File: src/hdl/lst_pkg.sv
// Purpose: Shared constants for the subtract / exclusive-OR / tristate datapath
// Assumes: 14-bit instruction word, 8-bit data path, 7-bit file address
// Notes:   Opcode patterns are compared against masked instruction bits
package lst_pkg;

  localparam int unsigned DATA_W  = 8;   // Data path width
  localparam int unsigned ADDR_W  = 7;   // File register address width
  localparam int unsigned INSN_W  = 14;  // Instruction word width
  localparam int unsigned TRISTATE_N = 3;  // Tristate control registers

  // Top six bits of the file-form ops
  localparam logic [5:0] OP_SUB_FILE = 6'h02;  // 00 0010 dfff ffff
  localparam logic [5:0] OP_XOR_FILE = 6'h06;  // 00 0110 dfff ffff
  localparam logic [5:0] OP_MOV_WF   = 6'h00;  // 00 0000 1fff ffff
  // Literal forms use upper bits
  localparam logic [4:0] OP_SUB_LIT  = 5'h1e;  // 11 110x kkkk kkkk
  localparam logic [5:0] OP_XOR_LIT  = 6'h3a;  // 11 1010 kkkk kkkk
  // Tristate load: 00 0000 0110 0fff, upper eleven bits fixed
  localparam logic [10:0] OP_TRISTATE_HI = 11'h00c;

  // Field positions
  localparam int unsigned DEST_BIT   = 7;   // Destination select bit
  localparam int unsigned MOVWF_BIT  = 7;   // Marks a store of W to file
  localparam int unsigned HALF_W     = 4;   // Nibble width for digit carry

  // Tristate register file addresses and operand limits
  localparam logic [ADDR_W-1:0] TRISTATE_LO_ADDR = 7'h05;
  localparam logic [ADDR_W-1:0] TRISTATE_HI_ADDR = 7'h07;
  localparam logic [2:0]        TRISTATE_LO_SEL  = 3'h5;
  localparam logic [2:0]        TRISTATE_HI_SEL  = 3'h7;

  // Reset values
  localparam logic [DATA_W-1:0] TRISTATE_RST = 8'hff;  // All pins input
  localparam logic [DATA_W-1:0] W_RST        = 8'h00;

  // Decoded operation classes
  typedef enum logic [2:0] {
    LST_NONE, LST_SUB_FILE, LST_SUB_LIT, LST_XOR_FILE,
    LST_XOR_LIT, LST_TRISTATE_LOAD, LST_MOV_WF
  } lst_op_type;

  // Zero test shared by every flag-writing op
  function automatic logic lst_is_zero(input logic [DATA_W-1:0] v);
    return (v == '0);
  endfunction

endpackage

File: src/hdl/lst_core.sv
// Purpose: Tail of the core ALU: subtract, exclusive-OR, tristate load
// Assumes: Decoder presents one instruction per enabled cycle with the
//          file operand already read; all inputs on clk_in domain
// Notes:   All results and flags are registered, one cycle per op
`timescale 1ns/1ps
module lst_core
  import lst_pkg::*;
(
  input  wire logic              clk_in,        // Core clock, 10 MHz
  input  wire logic              rst_in,        // Synchronous reset
  input  wire logic              ce_in,         // Freezes all state when low
  input  wire logic              insn_valid_in, // Instruction present
  input  wire logic [INSN_W-1:0] insn_in,       // Instruction word
  input  wire logic [DATA_W-1:0] file_rd_in,    // Operand read from file
  input  wire logic              file_wr_in,    // Direct file write strobe
  input  wire logic [ADDR_W-1:0] file_addr_in,  // Direct file address
  input  wire logic [DATA_W-1:0] file_wdata_in, // Direct file write data
  output logic      [DATA_W-1:0] w_out,         // Working register
  output logic                   carry_out,     // Carry, 1 means no borrow
  output logic                   digit_carry_flag_out, // Nibble carry
  output logic                   zero_out,      // Zero flag
  output logic      [DATA_W-1:0] file_wdata_out,// Result to file register
  output logic      [ADDR_W-1:0] file_waddr_out,// Target file address
  output logic                   file_we_out,   // One-cycle file write
  output logic      [DATA_W-1:0] tristate_rdata_out // Tristate readback
);

  // Architectural state
  logic [DATA_W-1:0] w_r, w_nxt;
  logic              c_r, c_nxt;
  logic              dc_r, dc_nxt;
  logic              z_r, z_nxt;
  logic [DATA_W-1:0] fwd_r, fwd_nxt;     // File write data
  logic [ADDR_W-1:0] fwa_r, fwa_nxt;     // File write address
  logic              fwe_r, fwe_nxt;     // File write strobe

  // Decode results
  lst_op_type        op;                 // Operation class
  logic [DATA_W-1:0] lit;                // Literal field
  logic [ADDR_W-1:0] faddr;              // File field of instruction
  logic              dest;               // 1 selects file target

  // Tristate register port
  logic              tristate_wr;        // Write strobe
  logic [1:0]        tristate_widx;      // Register written
  logic [DATA_W-1:0] tristate_wdata;     // Value written
  logic [1:0]        tristate_ridx;      // Register read back

  // Subtract a - b; carry is the inverted borrow
  function automatic logic [DATA_W:0] sub_full(
    input logic [DATA_W-1:0] a, input logic [DATA_W-1:0] b);
    return {1'b0, a} + {1'b0, ~b} + {{DATA_W{1'b0}}, 1'b1};
  endfunction

  // Low nibble carry of the same subtract
  function automatic logic sub_half(
    input logic [DATA_W-1:0] a, input logic [DATA_W-1:0] b);
    logic [HALF_W:0] s;
    s = {1'b0, a[HALF_W-1:0]} + {1'b0, ~b[HALF_W-1:0]}
        + {{HALF_W{1'b0}}, 1'b1};
    return s[HALF_W];
  endfunction

  // File address lands on one of the tristate control registers
  function automatic logic in_tristate_range(
    input logic [ADDR_W-1:0] a);
    return (a >= TRISTATE_LO_ADDR) && (a <= TRISTATE_HI_ADDR);
  endfunction

  // Instruction decode
  always_comb begin
    lit   = insn_in[DATA_W-1:0];
    faddr = insn_in[ADDR_W-1:0];
    dest  = insn_in[DEST_BIT];
    op    = LST_NONE;
    if (insn_valid_in) begin
      if (insn_in[INSN_W-1 -: 5] == OP_SUB_LIT)
        op = LST_SUB_LIT;
      else if (insn_in[INSN_W-1 -: 6] == OP_XOR_LIT)
        op = LST_XOR_LIT;
      else if (insn_in[INSN_W-1 -: 6] == OP_SUB_FILE)
        op = LST_SUB_FILE;
      else if (insn_in[INSN_W-1 -: 6] == OP_XOR_FILE)
        op = LST_XOR_FILE;
      else if (insn_in[INSN_W-1 -: 11] == OP_TRISTATE_HI) begin
        // Operands outside 5..7 are treated as no operation
        if (insn_in[2:0] >= TRISTATE_LO_SEL
            && insn_in[2:0] <= TRISTATE_HI_SEL)
          op = LST_TRISTATE_LOAD;
      end else if (insn_in[INSN_W-1 -: 6] == OP_MOV_WF
                   && insn_in[MOVWF_BIT])
        op = LST_MOV_WF;
    end
  end

  // Datapath: next W, flags and file write
  always_comb begin
    logic [DATA_W:0]   diff;
    logic [DATA_W-1:0] x;
    diff    = '0;
    x       = '0;
    w_nxt   = w_r;
    c_nxt   = c_r;
    dc_nxt  = dc_r;
    z_nxt   = z_r;
    fwd_nxt = '0;
    fwa_nxt = faddr;
    fwe_nxt = 1'b0;
    unique case (op)
      LST_SUB_FILE, LST_SUB_LIT: begin
        // Two's complement wrap; carry high on zero or positive result
        diff = (op == LST_SUB_LIT) ? sub_full(lit, w_r)
                                   : sub_full(file_rd_in, w_r);
        c_nxt  = diff[DATA_W];
        dc_nxt = (op == LST_SUB_LIT) ? sub_half(lit, w_r)
                                     : sub_half(file_rd_in, w_r);
        z_nxt  = lst_is_zero(diff[DATA_W-1:0]);
        if (op == LST_SUB_LIT || !dest) begin
          w_nxt = diff[DATA_W-1:0];
        end else begin
          fwd_nxt = diff[DATA_W-1:0];
          fwe_nxt = 1'b1;
        end
      end
      LST_XOR_LIT: begin
        x     = w_r ^ lit;
        w_nxt = x;
        z_nxt = lst_is_zero(x);
      end
      LST_XOR_FILE: begin
        x     = w_r ^ file_rd_in;
        z_nxt = lst_is_zero(x);
        if (dest) begin
          fwd_nxt = x;
          fwe_nxt = 1'b1;
        end else begin
          w_nxt = x;
        end
      end
      LST_MOV_WF: begin
        // Store of W, lets software write tristate registers directly
        fwd_nxt = w_r;
        fwe_nxt = 1'b1;
      end
      LST_TRISTATE_LOAD, LST_NONE: begin
        // Tristate load touches no flag; handled on the register port
      end
    endcase
  end

  // Tristate register port: legacy load or direct file access
  always_comb begin
    tristate_wr    = 1'b0;
    tristate_widx  = 2'(faddr - TRISTATE_LO_ADDR);
    tristate_wdata = w_r;
    // Park the read index past the last register when out of range;
    // a bare subtract would alias low addresses onto the top register
    tristate_ridx  = 2'(TRISTATE_N);
    if (in_tristate_range(file_addr_in)) begin
      tristate_ridx = 2'(file_addr_in - TRISTATE_LO_ADDR);
    end
    if (op == LST_TRISTATE_LOAD) begin
      tristate_wr   = 1'b1;
      tristate_widx = 2'(insn_in[2:0] - TRISTATE_LO_SEL);
    end else if (op == LST_MOV_WF && in_tristate_range(faddr)) begin
      tristate_wr = 1'b1;
    end else if (file_wr_in && in_tristate_range(file_addr_in)) begin
      // Direct bus write; loses to a tristate load or an in-range store of W in the same cycle
      tristate_wr    = 1'b1;
      tristate_widx  = 2'(file_addr_in - TRISTATE_LO_ADDR);
      tristate_wdata = file_wdata_in;
    end
  end

  // Tristate storage with registered readback
  lst_tristate_regs u_tristate (
    .clk_in      (clk_in),
    .rst_in      (rst_in),
    .ce_in       (ce_in),
    .wr_in       (tristate_wr),
    .wr_idx_in   (tristate_widx),
    .wr_data_in  (tristate_wdata),
    .rd_idx_in   (tristate_ridx),
    .rd_data_out (tristate_rdata_out)
  );

  // Register all state
  always_ff @(posedge clk_in) begin
    if (rst_in) begin
      w_r   <= W_RST;
      c_r   <= 1'b0;
      dc_r  <= 1'b0;
      z_r   <= 1'b0;
      fwd_r <= '0;
      fwa_r <= '0;
      fwe_r <= 1'b0;
    end else if (ce_in) begin
      w_r   <= w_nxt;
      c_r   <= c_nxt;
      dc_r  <= dc_nxt;
      z_r   <= z_nxt;
      fwd_r <= fwd_nxt;
      fwa_r <= fwa_nxt;
      fwe_r <= fwe_nxt;
    end
  end

  // Outputs straight from flip-flops
  assign w_out                = w_r;
  assign carry_out            = c_r;
  assign digit_carry_flag_out = dc_r;
  assign zero_out             = z_r;
  assign file_wdata_out       = fwd_r;
  assign file_waddr_out       = fwa_r;
  assign file_we_out          = fwe_r;

endmodule

File: src/hdl/lst_tristate_load_op_regs.sv
// Purpose: Three tristate control registers with a registered read port
// Assumes: Single write port, index 0..2, read data one cycle late
// Notes:   Reset makes every pin an input, the usual safe state
`timescale 1ns/1ps
module lst_tristate_regs
  import lst_pkg::*;
(
  input  wire logic              clk_in,     // Core clock
  input  wire logic              rst_in,     // Synchronous reset
  input  wire logic              ce_in,      // Clock enable
  input  wire logic              wr_in,      // Write strobe
  input  wire logic [1:0]        wr_idx_in,  // Write index
  input  wire logic [DATA_W-1:0] wr_data_in, // Write data
  input  wire logic [1:0]        rd_idx_in,  // Read index
  output logic      [DATA_W-1:0] rd_data_out // Registered read data
);

  logic [DATA_W-1:0] mem_r   [TRISTATE_N];  // Storage
  logic [DATA_W-1:0] mem_nxt [TRISTATE_N];  // Next storage
  logic [DATA_W-1:0] rd_nxt;            // Next read data

  // Next values: write then read, read shows the old word
  always_comb begin
    for (int i = 0; i < TRISTATE_N; i++) begin
      mem_nxt[i] = mem_r[i];
    end
    if (wr_in && (wr_idx_in < 2'(TRISTATE_N))) begin
      mem_nxt[wr_idx_in] = wr_data_in;
    end
    // An index past the last register reads back zero
    rd_nxt = (rd_idx_in < 2'(TRISTATE_N)) ? mem_r[rd_idx_in] : '0;
  end

  // Register stage
  always_ff @(posedge clk_in) begin
    if (rst_in) begin
      for (int i = 0; i < TRISTATE_N; i++) begin
        mem_r[i] <= TRISTATE_RST;
      end
      rd_data_out <= '0;
    end else if (ce_in) begin
      mem_r       <= mem_nxt;
      rd_data_out <= rd_nxt;
    end
  end

endmodule

File: config.mk
export PLATFORM = sky130hd
export DESIGN_NAME = lst_core
export DESIGN_NICKNAME = d
export VERILOG_FILES = /design/src/hdl/lst_pkg.sv /design/src/hdl/lst_core.sv /design/src/hdl/lst_tristate_load_op_regs.sv
export SDC_FILE = /design/constraint.sdc
export NUM_CORES = 1
export LEC_CHECK = 0
export CELL_PAD_IN_SITES_DETAIL_PLACEMENT = 2
export CELL_PAD_IN_SITES_GLOBAL_PLACEMENT = 2
export CORE_MARGIN = 3
export CORE_UTILIZATION = 37
export CTS_CLUSTER_SIZE = 25
export DETAILED_ROUTE_END_ITERATION = 7
export DONT_BUFFER_PORTS = 1
export HOLD_SLACK_MARGIN = 0.06
export PLACE_DENSITY = 0.81
export SYNTH_ARGS = -nofsm -noshare
export SYNTH_HDL_FRONTEND = slang
export SYNTH_HIERARCHICAL = 1
export SYNTH_SLANG_ARGS = --single-unit
File: constraint.sdc
create_clock -name clk_in -period 3.95 [get_ports clk_in]
set_input_delay 0.79 -clock clk_in [delete_from_list [all_inputs] [get_ports clk_in]]
set_output_delay 0.79 -clock clk_in [all_outputs]
set_load 0.01 [all_outputs]
Word-level counts from Yosys, hierarchy flattened

Index checks and enable logic that the tools add are counted.

Bitwise operators: 6
Multiplexer cells: 37
Reductions and logical operators: 20
$lt $le $gt $ge: 11
Equality and inequality tests: 13
Add/sub/neg operators: 11

Operator list:

| operator                                            | number |
|---|---|
| two-way mux 8 bit                                   | 11 |
| case mux 8 bit (3 select lines)                     | 2 |
| bitwise mux 24 bit                                  | 1 |
| zero test 8 bit                                     | 3 |
| two-way mux 3 bit                                   | 8 |
| adder 8 x 8 -> 9 bit                                | 2 |
| adder 9 x 1 -> 9 bit, second input constant         | 2 |
| binary-select mux 8 bit (select 2 bit)              | 1 |
| demux 8 bit (select 2 bit)                          | 1 |
| XOR 8 bit                                           | 2 |
| >= comparator 7 x 3 -> 1 bit, second input constant | 2 |
| <= comparator 7 x 3 -> 1 bit, second input constant | 2 |
| == test 11 x 4 -> 1 bit, second input constant      | 1 |
| adder 4 x 4 -> 5 bit                                | 2 |
| adder 5 x 1 -> 5 bit, second input constant         | 2 |
| == test 3 bit, second input constant                | 3 |
| >= comparator 3 bit, second input constant          | 3 |
| two-way mux 9 bit                                   | 1 |
| logical AND 1 bit                                   | 8 |
| two-way mux 2 bit                                   | 4 |
| inverter 8 bit                                      | 1 |
| == test 3 x 2 -> 1 bit, second input constant       | 2 |
| == test 6 x 2 -> 1 bit, second input constant       | 1 |
| == test 6 x 3 -> 1 bit, second input constant       | 1 |
| 19 further kinds                                    | 32 |

Bits of input ports: 42
Flip-flop bits (word level): 59
Output and inout port bits: 35
Logic and storage cells: 109

Depth between registers and ports, before layout

Word-level depth: 19
Depth in mapped cells: 14
Gate-level depth less buffers: 12

Modules after synthesis

The synthesis kept the hierarchy.

By module, submodules not included:

| module            | seq. area each (sq um) | cells an instance | area an instance (sq um) | times used |
|---|---|---|---|---|
| lst_core          | 540.5                  | 340               | 2607.5                   | 1 |
| lst_tristate_regs | 640.6                  | 155               | 1431.4                   | 1 |

Worst setup path after synthesis

Ideal clock, no wire load.

Path kind: input -> register
Start point: in insn_in[10]
End point: reg u_tristate/mem_r[13] in the netlist's numbering
Arrival: 3.346 ns
Cell stages on the path: 12
Path buffers: 3
Library setup time: 0.070 ns
Setup slack: 0.534 ns
Required time: 3.880 ns
Cell sequence: buf_2 > or4_4 > o311a_4 > nand2_1 > o21ai_2 > a21oi_4 > mux2_2 > and4b_1 > buf_2 > buf_4 > nor3_1 > a21oi_1

Cells in the longest elaborated chain, start to end: 19
Elaborated cells between the ends (all ways): 33
Those cells by class: 3 x order compare; 7 x eq/ne; 16 x mux; 1 x bitwise; 6 x reduce/logical

RTL lines:

| item                                                                                     | line                            | source |
|---|---|---|
| start: declaration                                                                       | lst_core.sv:13                  | `input wire logic [INSN_W-1:0] insn_in,` |
| zero test 6 bit                                                                          | lst_core.sv:90                  | `end else if (insn_in[INSN_W-1 -: 6] == OP_MOV_WF` |
| logical AND 1 bit                                                                        | lst_core.sv:91                  | `&& insn_in[MOVWF_BIT])` |
| two-way mux 3 bit                                                                        | lst_core.sv:90                  |  |
| two-way mux 3 bit                                                                        | lst_core.sv:85                  | `else if (insn_in[INSN_W-1 -: 11] == OP_TRISTATE_HI) begin` |
| two-way mux 3 bit                                                                        | lst_core.sv:83                  | `else if (insn_in[INSN_W-1 -: 6] == OP_XOR_FILE)` |
| two-way mux 3 bit                                                                        | lst_core.sv:81                  | `else if (insn_in[INSN_W-1 -: 6] == OP_SUB_FILE)` |
| two-way mux 3 bit                                                                        | lst_core.sv:79                  | `else if (insn_in[INSN_W-1 -: 6] == OP_XOR_LIT)` |
| two-way mux 3 bit (*)                                                                    | lst_core.sv:77                  | `if (insn_in[INSN_W-1 -: 5] == OP_SUB_LIT)` |
| [... 4 more ...]                                                                         | -                               |  |
| two-way mux 2 bit (*)                                                                    | lst_core.sv:162                 | `if (op == LST_TRISTATE_LOAD) begin` |
| net tristate_widx[1]                                                                     | lst_core.sv:45                  | `logic [1:0] tristate_widx;` |
| inverter 2 -> 3 bit (implied by the code)                                                | lst_tristate_load_op_regs.sv:28 | `mem_nxt[wr_idx_in] = wr_data_in;` |
| >= comparator 3 bit (implied by the code) or < comparator 3 x 1 -> 1 bit (tied branches) | lst_tristate_load_op_regs.sv:28 |  |
| logical AND 1 bit (implied by the code)                                                  | lst_tristate_load_op_regs.sv:28 |  |
| two-way mux 8 bit (implied by the code)                                                  | lst_tristate_load_op_regs.sv:28 |  |
| demux 8 bit (select 2 bit)                                                               | lst_tristate_load_op_regs.sv:28 |  |
| bitwise mux 24 bit                                                                       | lst_tristate_load_op_regs.sv:28 |  |
| end signal: assignment                                                                   | lst_tristate_load_op_regs.sv:42 | `mem_r <= mem_nxt;` |
| end: declaration                                                                         | lst_tristate_load_op_regs.sv:18 | `logic [DATA_W-1:0] mem_r [TRISTATE_N];` |

Mark *: on every way through the listed nets, which the timed path passes. The rest lies on a longest branch.
A chain may end at the register's enable or synchronous reset.

Worst setup path after layout

Start point: in insn_in[1]
End point: reg u_tristate/mem_r[15] in the netlist's numbering

Cells in the longest elaborated chain, start to end: 19
Elaborated cells between the ends (all ways): 35
Those cells by class: 2 x add/sub; 7 x order compare; 2 x eq/ne; 17 x mux; 1 x bitwise; 6 x reduce/logical

RTL lines:

| item                                                                                     | line                            | source |
|---|---|---|
| >= comparator 3 bit or <= comparator 3 bit (tied branches)                               | lst_core.sv:87, lst_core.sv:88  |  |
| logical AND 1 bit                                                                        | lst_core.sv:88                  | `&& insn_in[2:0] <= TRISTATE_HI_SEL)` |
| two-way mux 3 bit                                                                        | lst_core.sv:87                  | `if (insn_in[2:0] >= TRISTATE_LO_SEL` |
| two-way mux 3 bit                                                                        | lst_core.sv:85                  |  |
| two-way mux 3 bit                                                                        | lst_core.sv:83                  |  |
| two-way mux 3 bit                                                                        | lst_core.sv:81                  |  |
| two-way mux 3 bit                                                                        | lst_core.sv:79                  |  |
| two-way mux 3 bit                                                                        | lst_core.sv:77                  |  |
| [... 4 more ...]                                                                         | -                               |  |
| two-way mux 2 bit (*)                                                                    | lst_core.sv:162                 |  |
| net tristate_widx[0]                                                                     | lst_core.sv:45                  |  |
| inverter 2 -> 3 bit (implied by the code)                                                | lst_tristate_load_op_regs.sv:28 |  |
| >= comparator 3 bit (implied by the code) or < comparator 3 x 1 -> 1 bit (tied branches) | lst_tristate_load_op_regs.sv:28 |  |
| logical AND 1 bit (implied by the code)                                                  | lst_tristate_load_op_regs.sv:28 |  |
| two-way mux 8 bit (implied by the code)                                                  | lst_tristate_load_op_regs.sv:28 |  |
| demux 8 bit (select 2 bit)                                                               | lst_tristate_load_op_regs.sv:28 |  |
| bitwise mux 24 bit                                                                       | lst_tristate_load_op_regs.sv:28 |  |

Marked as above.

==> flow_summary.json <==
{
  "status": "complete, no violations",
  "clkPwrFrac_pct": 40.2,
  "io_buffers": 0,
  "yosysSeqAreaShare_pct": 29.2,
  "worstHoldPathType": "in -> reg",
  "grt-ovfl-total": 0,
  "vias_per_cell": 6.15,
  "rsz0062_at_grt": "no",
  "leakage_uw": 0.00169,
  "layout.area.seq_um2": 1180,
  "fin_ws_ns": 0.603,
  "ir_worst_vdd_mv": 0.175,
  "post_drt_wl_per_cell_um": 24.0,
  "cts_tree": "built",
  "cts.clk_slew.worst_paths_ns": 0.08,
  "grt_antenna_before_repair": 3,
  "cts_setup_buffers": 0,
  "crit_path_end_kind": "register",
  "synth_top_area_share_pct": 29.2,
  "cts_root_buffer": "clkbuf_8",
  "netSwitchingPower_uw": 401,
  "cts_htree_levels": 3,
  "synthesis.area_um2": 4040,
  "coreArea_um2": 10500,
  "die_y_um": 110,
  "io_pins": 77,
  "final_core_util_pct": 40.8,
  "worstPathArrival_ns": 3.63,
  "p_per_area_nw_per_um2": 321,
  "pre_cts_ws_ns": 0.241,
  "p_sw_share_pct": 29.3,
  "layout_common_cells": "59 x dfxtp_1, 52 x nand2_1, 46 x nor2_1, 44 x a21oi_1, 27 x nor3_1",
  "cts_num_sinks": 59,
  "synthTopCellsByArea": "dfxtp_1 29%, ha_1 6.2%, a21oi_1 5.5%",
  "final_cells": 623,
  "finalCriticalPeriod_ns": 3.35,
  "n_fill_cell": 1229,
  "drc": 0,
  "cp.required_ns": 4.23,
  "p_seq_share_pct": 45.3,
  "slew_headroom_pct": 45.3,
  "tightest_slew_ns": 0.821,
  "hold_buffers": 0,
  "numCtsBuffers": 9,
  "power.total_uw": 1370,
  "gr-usage-all-layers_pct": 24.7,
  "fin_crit_sh_pct": 84.7,
  "p_int_uw": 970,
  "syn_area_per_cell_um2": 8.16,
  "synth_nets": 559,
  "die-area_um2": 12200,
  "yosysTopAreaCell": "dfxtp_1",
  "grt_pass1_wl_mm": 23.9,
  "cp_slowest_stage_delay_ns": 0.62,
  "multi_input_area_um2": 2620,
  "fmax_ghz": 0.299,
  "ys_async_sr_fraction_pct": 0,
  "ant_nets": 0,
  "dr_total_vias": 3833,
  "firstDrtPassIters": 4,
  "hold_viol": 0,
  "fin_skew_ns": 0.0130,
  "drt-initial-drc-count": 196,
  "synth_enable_flop_cells": 0,
  "maxSlewViolCount": 0,
  "final_common_cell": "dfxtp_1",
  "syn_to_final_growth_pct": 5.61,
  "grt_max_degree": 63,
  "gp_congestion": 0.895,
  "finalWirelength_mm": 15.0,
  "cp_max_fo": 16,
  "combinationalPowerShare_pct": 14.5,
  "yosys_register_bits": 59,
  "cts_buffer_depth": 2,
  "path_cells": "inv_1 -> ha_1 -> nor2_1 -> or4_4 -> o311a_4 -> nand2_1 -> o21ai_2 -> a21oi_4 -> buf_4 -> mux2i_1 -> and4b_1 -> nor3_1 -> a21oi_1",
  "die_w_um": 110,
  "insertion_delay_ns": 0.36,
  "drive_gt1_share_pct": 9.88,
  "grt_pass1_vias": 4197,
  "hpwl_mm": 11.2,
  "setup_viol": 0,
  "yosysWarnings": 6,
  "tns_ns": 0,
  "start_util_pct": 38.6,
  "maxCapViolCount": 0,
  "fp-row-count": 37,
  "crit_slowest_cell": "and4b_1",
  "ys_types": 67,
  "critPathKind": "in -> reg",
  "synth-main-ff-cell": "dfxtp_1",
  "synth_cells": 495,
  "cts_resized": 0,
  "fin_nets": 546,
  "cp-start-kind": "primary input",
  "dp_cells": 607
}
[flip-flops by register name, indices dropped and copies added, names as in the netlist]
name,cells
u_tristate/mem_r,24
file_wdata_out,8
u_tristate/rd_data_out,8
w_out,8
file_waddr_out,7
carry_out,1
digit_carry_flag_out,1
file_we_out,1
zero_out,1
[Yosys cell counts, drive strengths merged, types with 6 or more instances]
cell type and instances:
xor2 8, o22ai 9, clkbuf 14, inv 19, ha 20, nand3b 18
nor3 32, o211a 6, nand2 52, nor2 47, mux2i 22, nand4 6
buf 15, o21ai 18, a211oi 9, mux2 11, nand3 8, a21oi 47
dfxtp 59
[path summary, 6_finish.rpt]
path	start	endpoint	slack (ns)	depth (start not counted)
max	insn_in[1]	u_tristate/mem_r[15]	0.60	13
min reg2reg	u_tristate/mem_r[5]	u_tristate/mem_r[5]	0.50	2
max reg2reg	w_out[0]	zero_out	0.93	9
min	rst_in	file_we_out	0.49	1
[metal layers]
layer	vias up	share of wire (%)	global-route usage (%)
li1	1775	-	-
met1	1925	40	28.4
met2	100	52	43.9
met3	29	5.2	5.59
met4	4	2.8	10.1
met5	-	0.15	0
[metrics by stage]
stage / hold slack [ns] / instance area, um^2
after floorplan: 0.437 / 4040
after global placement: 0.449 / 4080
after detailed placement: 0.469 / 4080
after CTS: 0.476 / 4260
after global routing: 0.475 / 4270
final: 0.493 / 4270
[cell families after synthesis]
| group | share of synthesized area, % |
|---|---|
| buffers and inverters | 5.89 |
| AO/OA/AOI/OAI | 21.9 |
| AND/OR/NAND/NOR | 25.6 |
| multiplexers | 8.52 |
| XOR/XNOR | 1.73 |
| flip-flops | 29.2 |
| adder cells (fa/ha/maj) | 7.19 |
[worst max-delay path: cells and delay by family]
kind	cells	cell delay (ns)
muxes	1	0.32
and+or+nand+nor	5	1.34
adders and majority gates	1	0.15
AOI/OAI and AO/OA	4	0.75
buffers and inverters	2	0.28
[layout make-up]
type / count / share of cell area, %
multi-input combinational: 388 / 61.4
clock inverter: 5 / 1.29
sequential: 59 / 27.7
tap: 136 / 3.99
clock buffer: 10 / 2.99
antenna: 1 / 0.0587
inverter: 19 / 1.67
timing repair buffer: 5 / 0.880
[power by group through the flow]
stage,sequential [uW],combinational [uW],clock [uW]
floorplan,630,159,0
global placement,634,185,0
detailed placement,635,194,0
CTS,621,198,566
global route,622,220,598
finish,621,198,552
No activity file was read; power rests on OpenSTA's default activity.
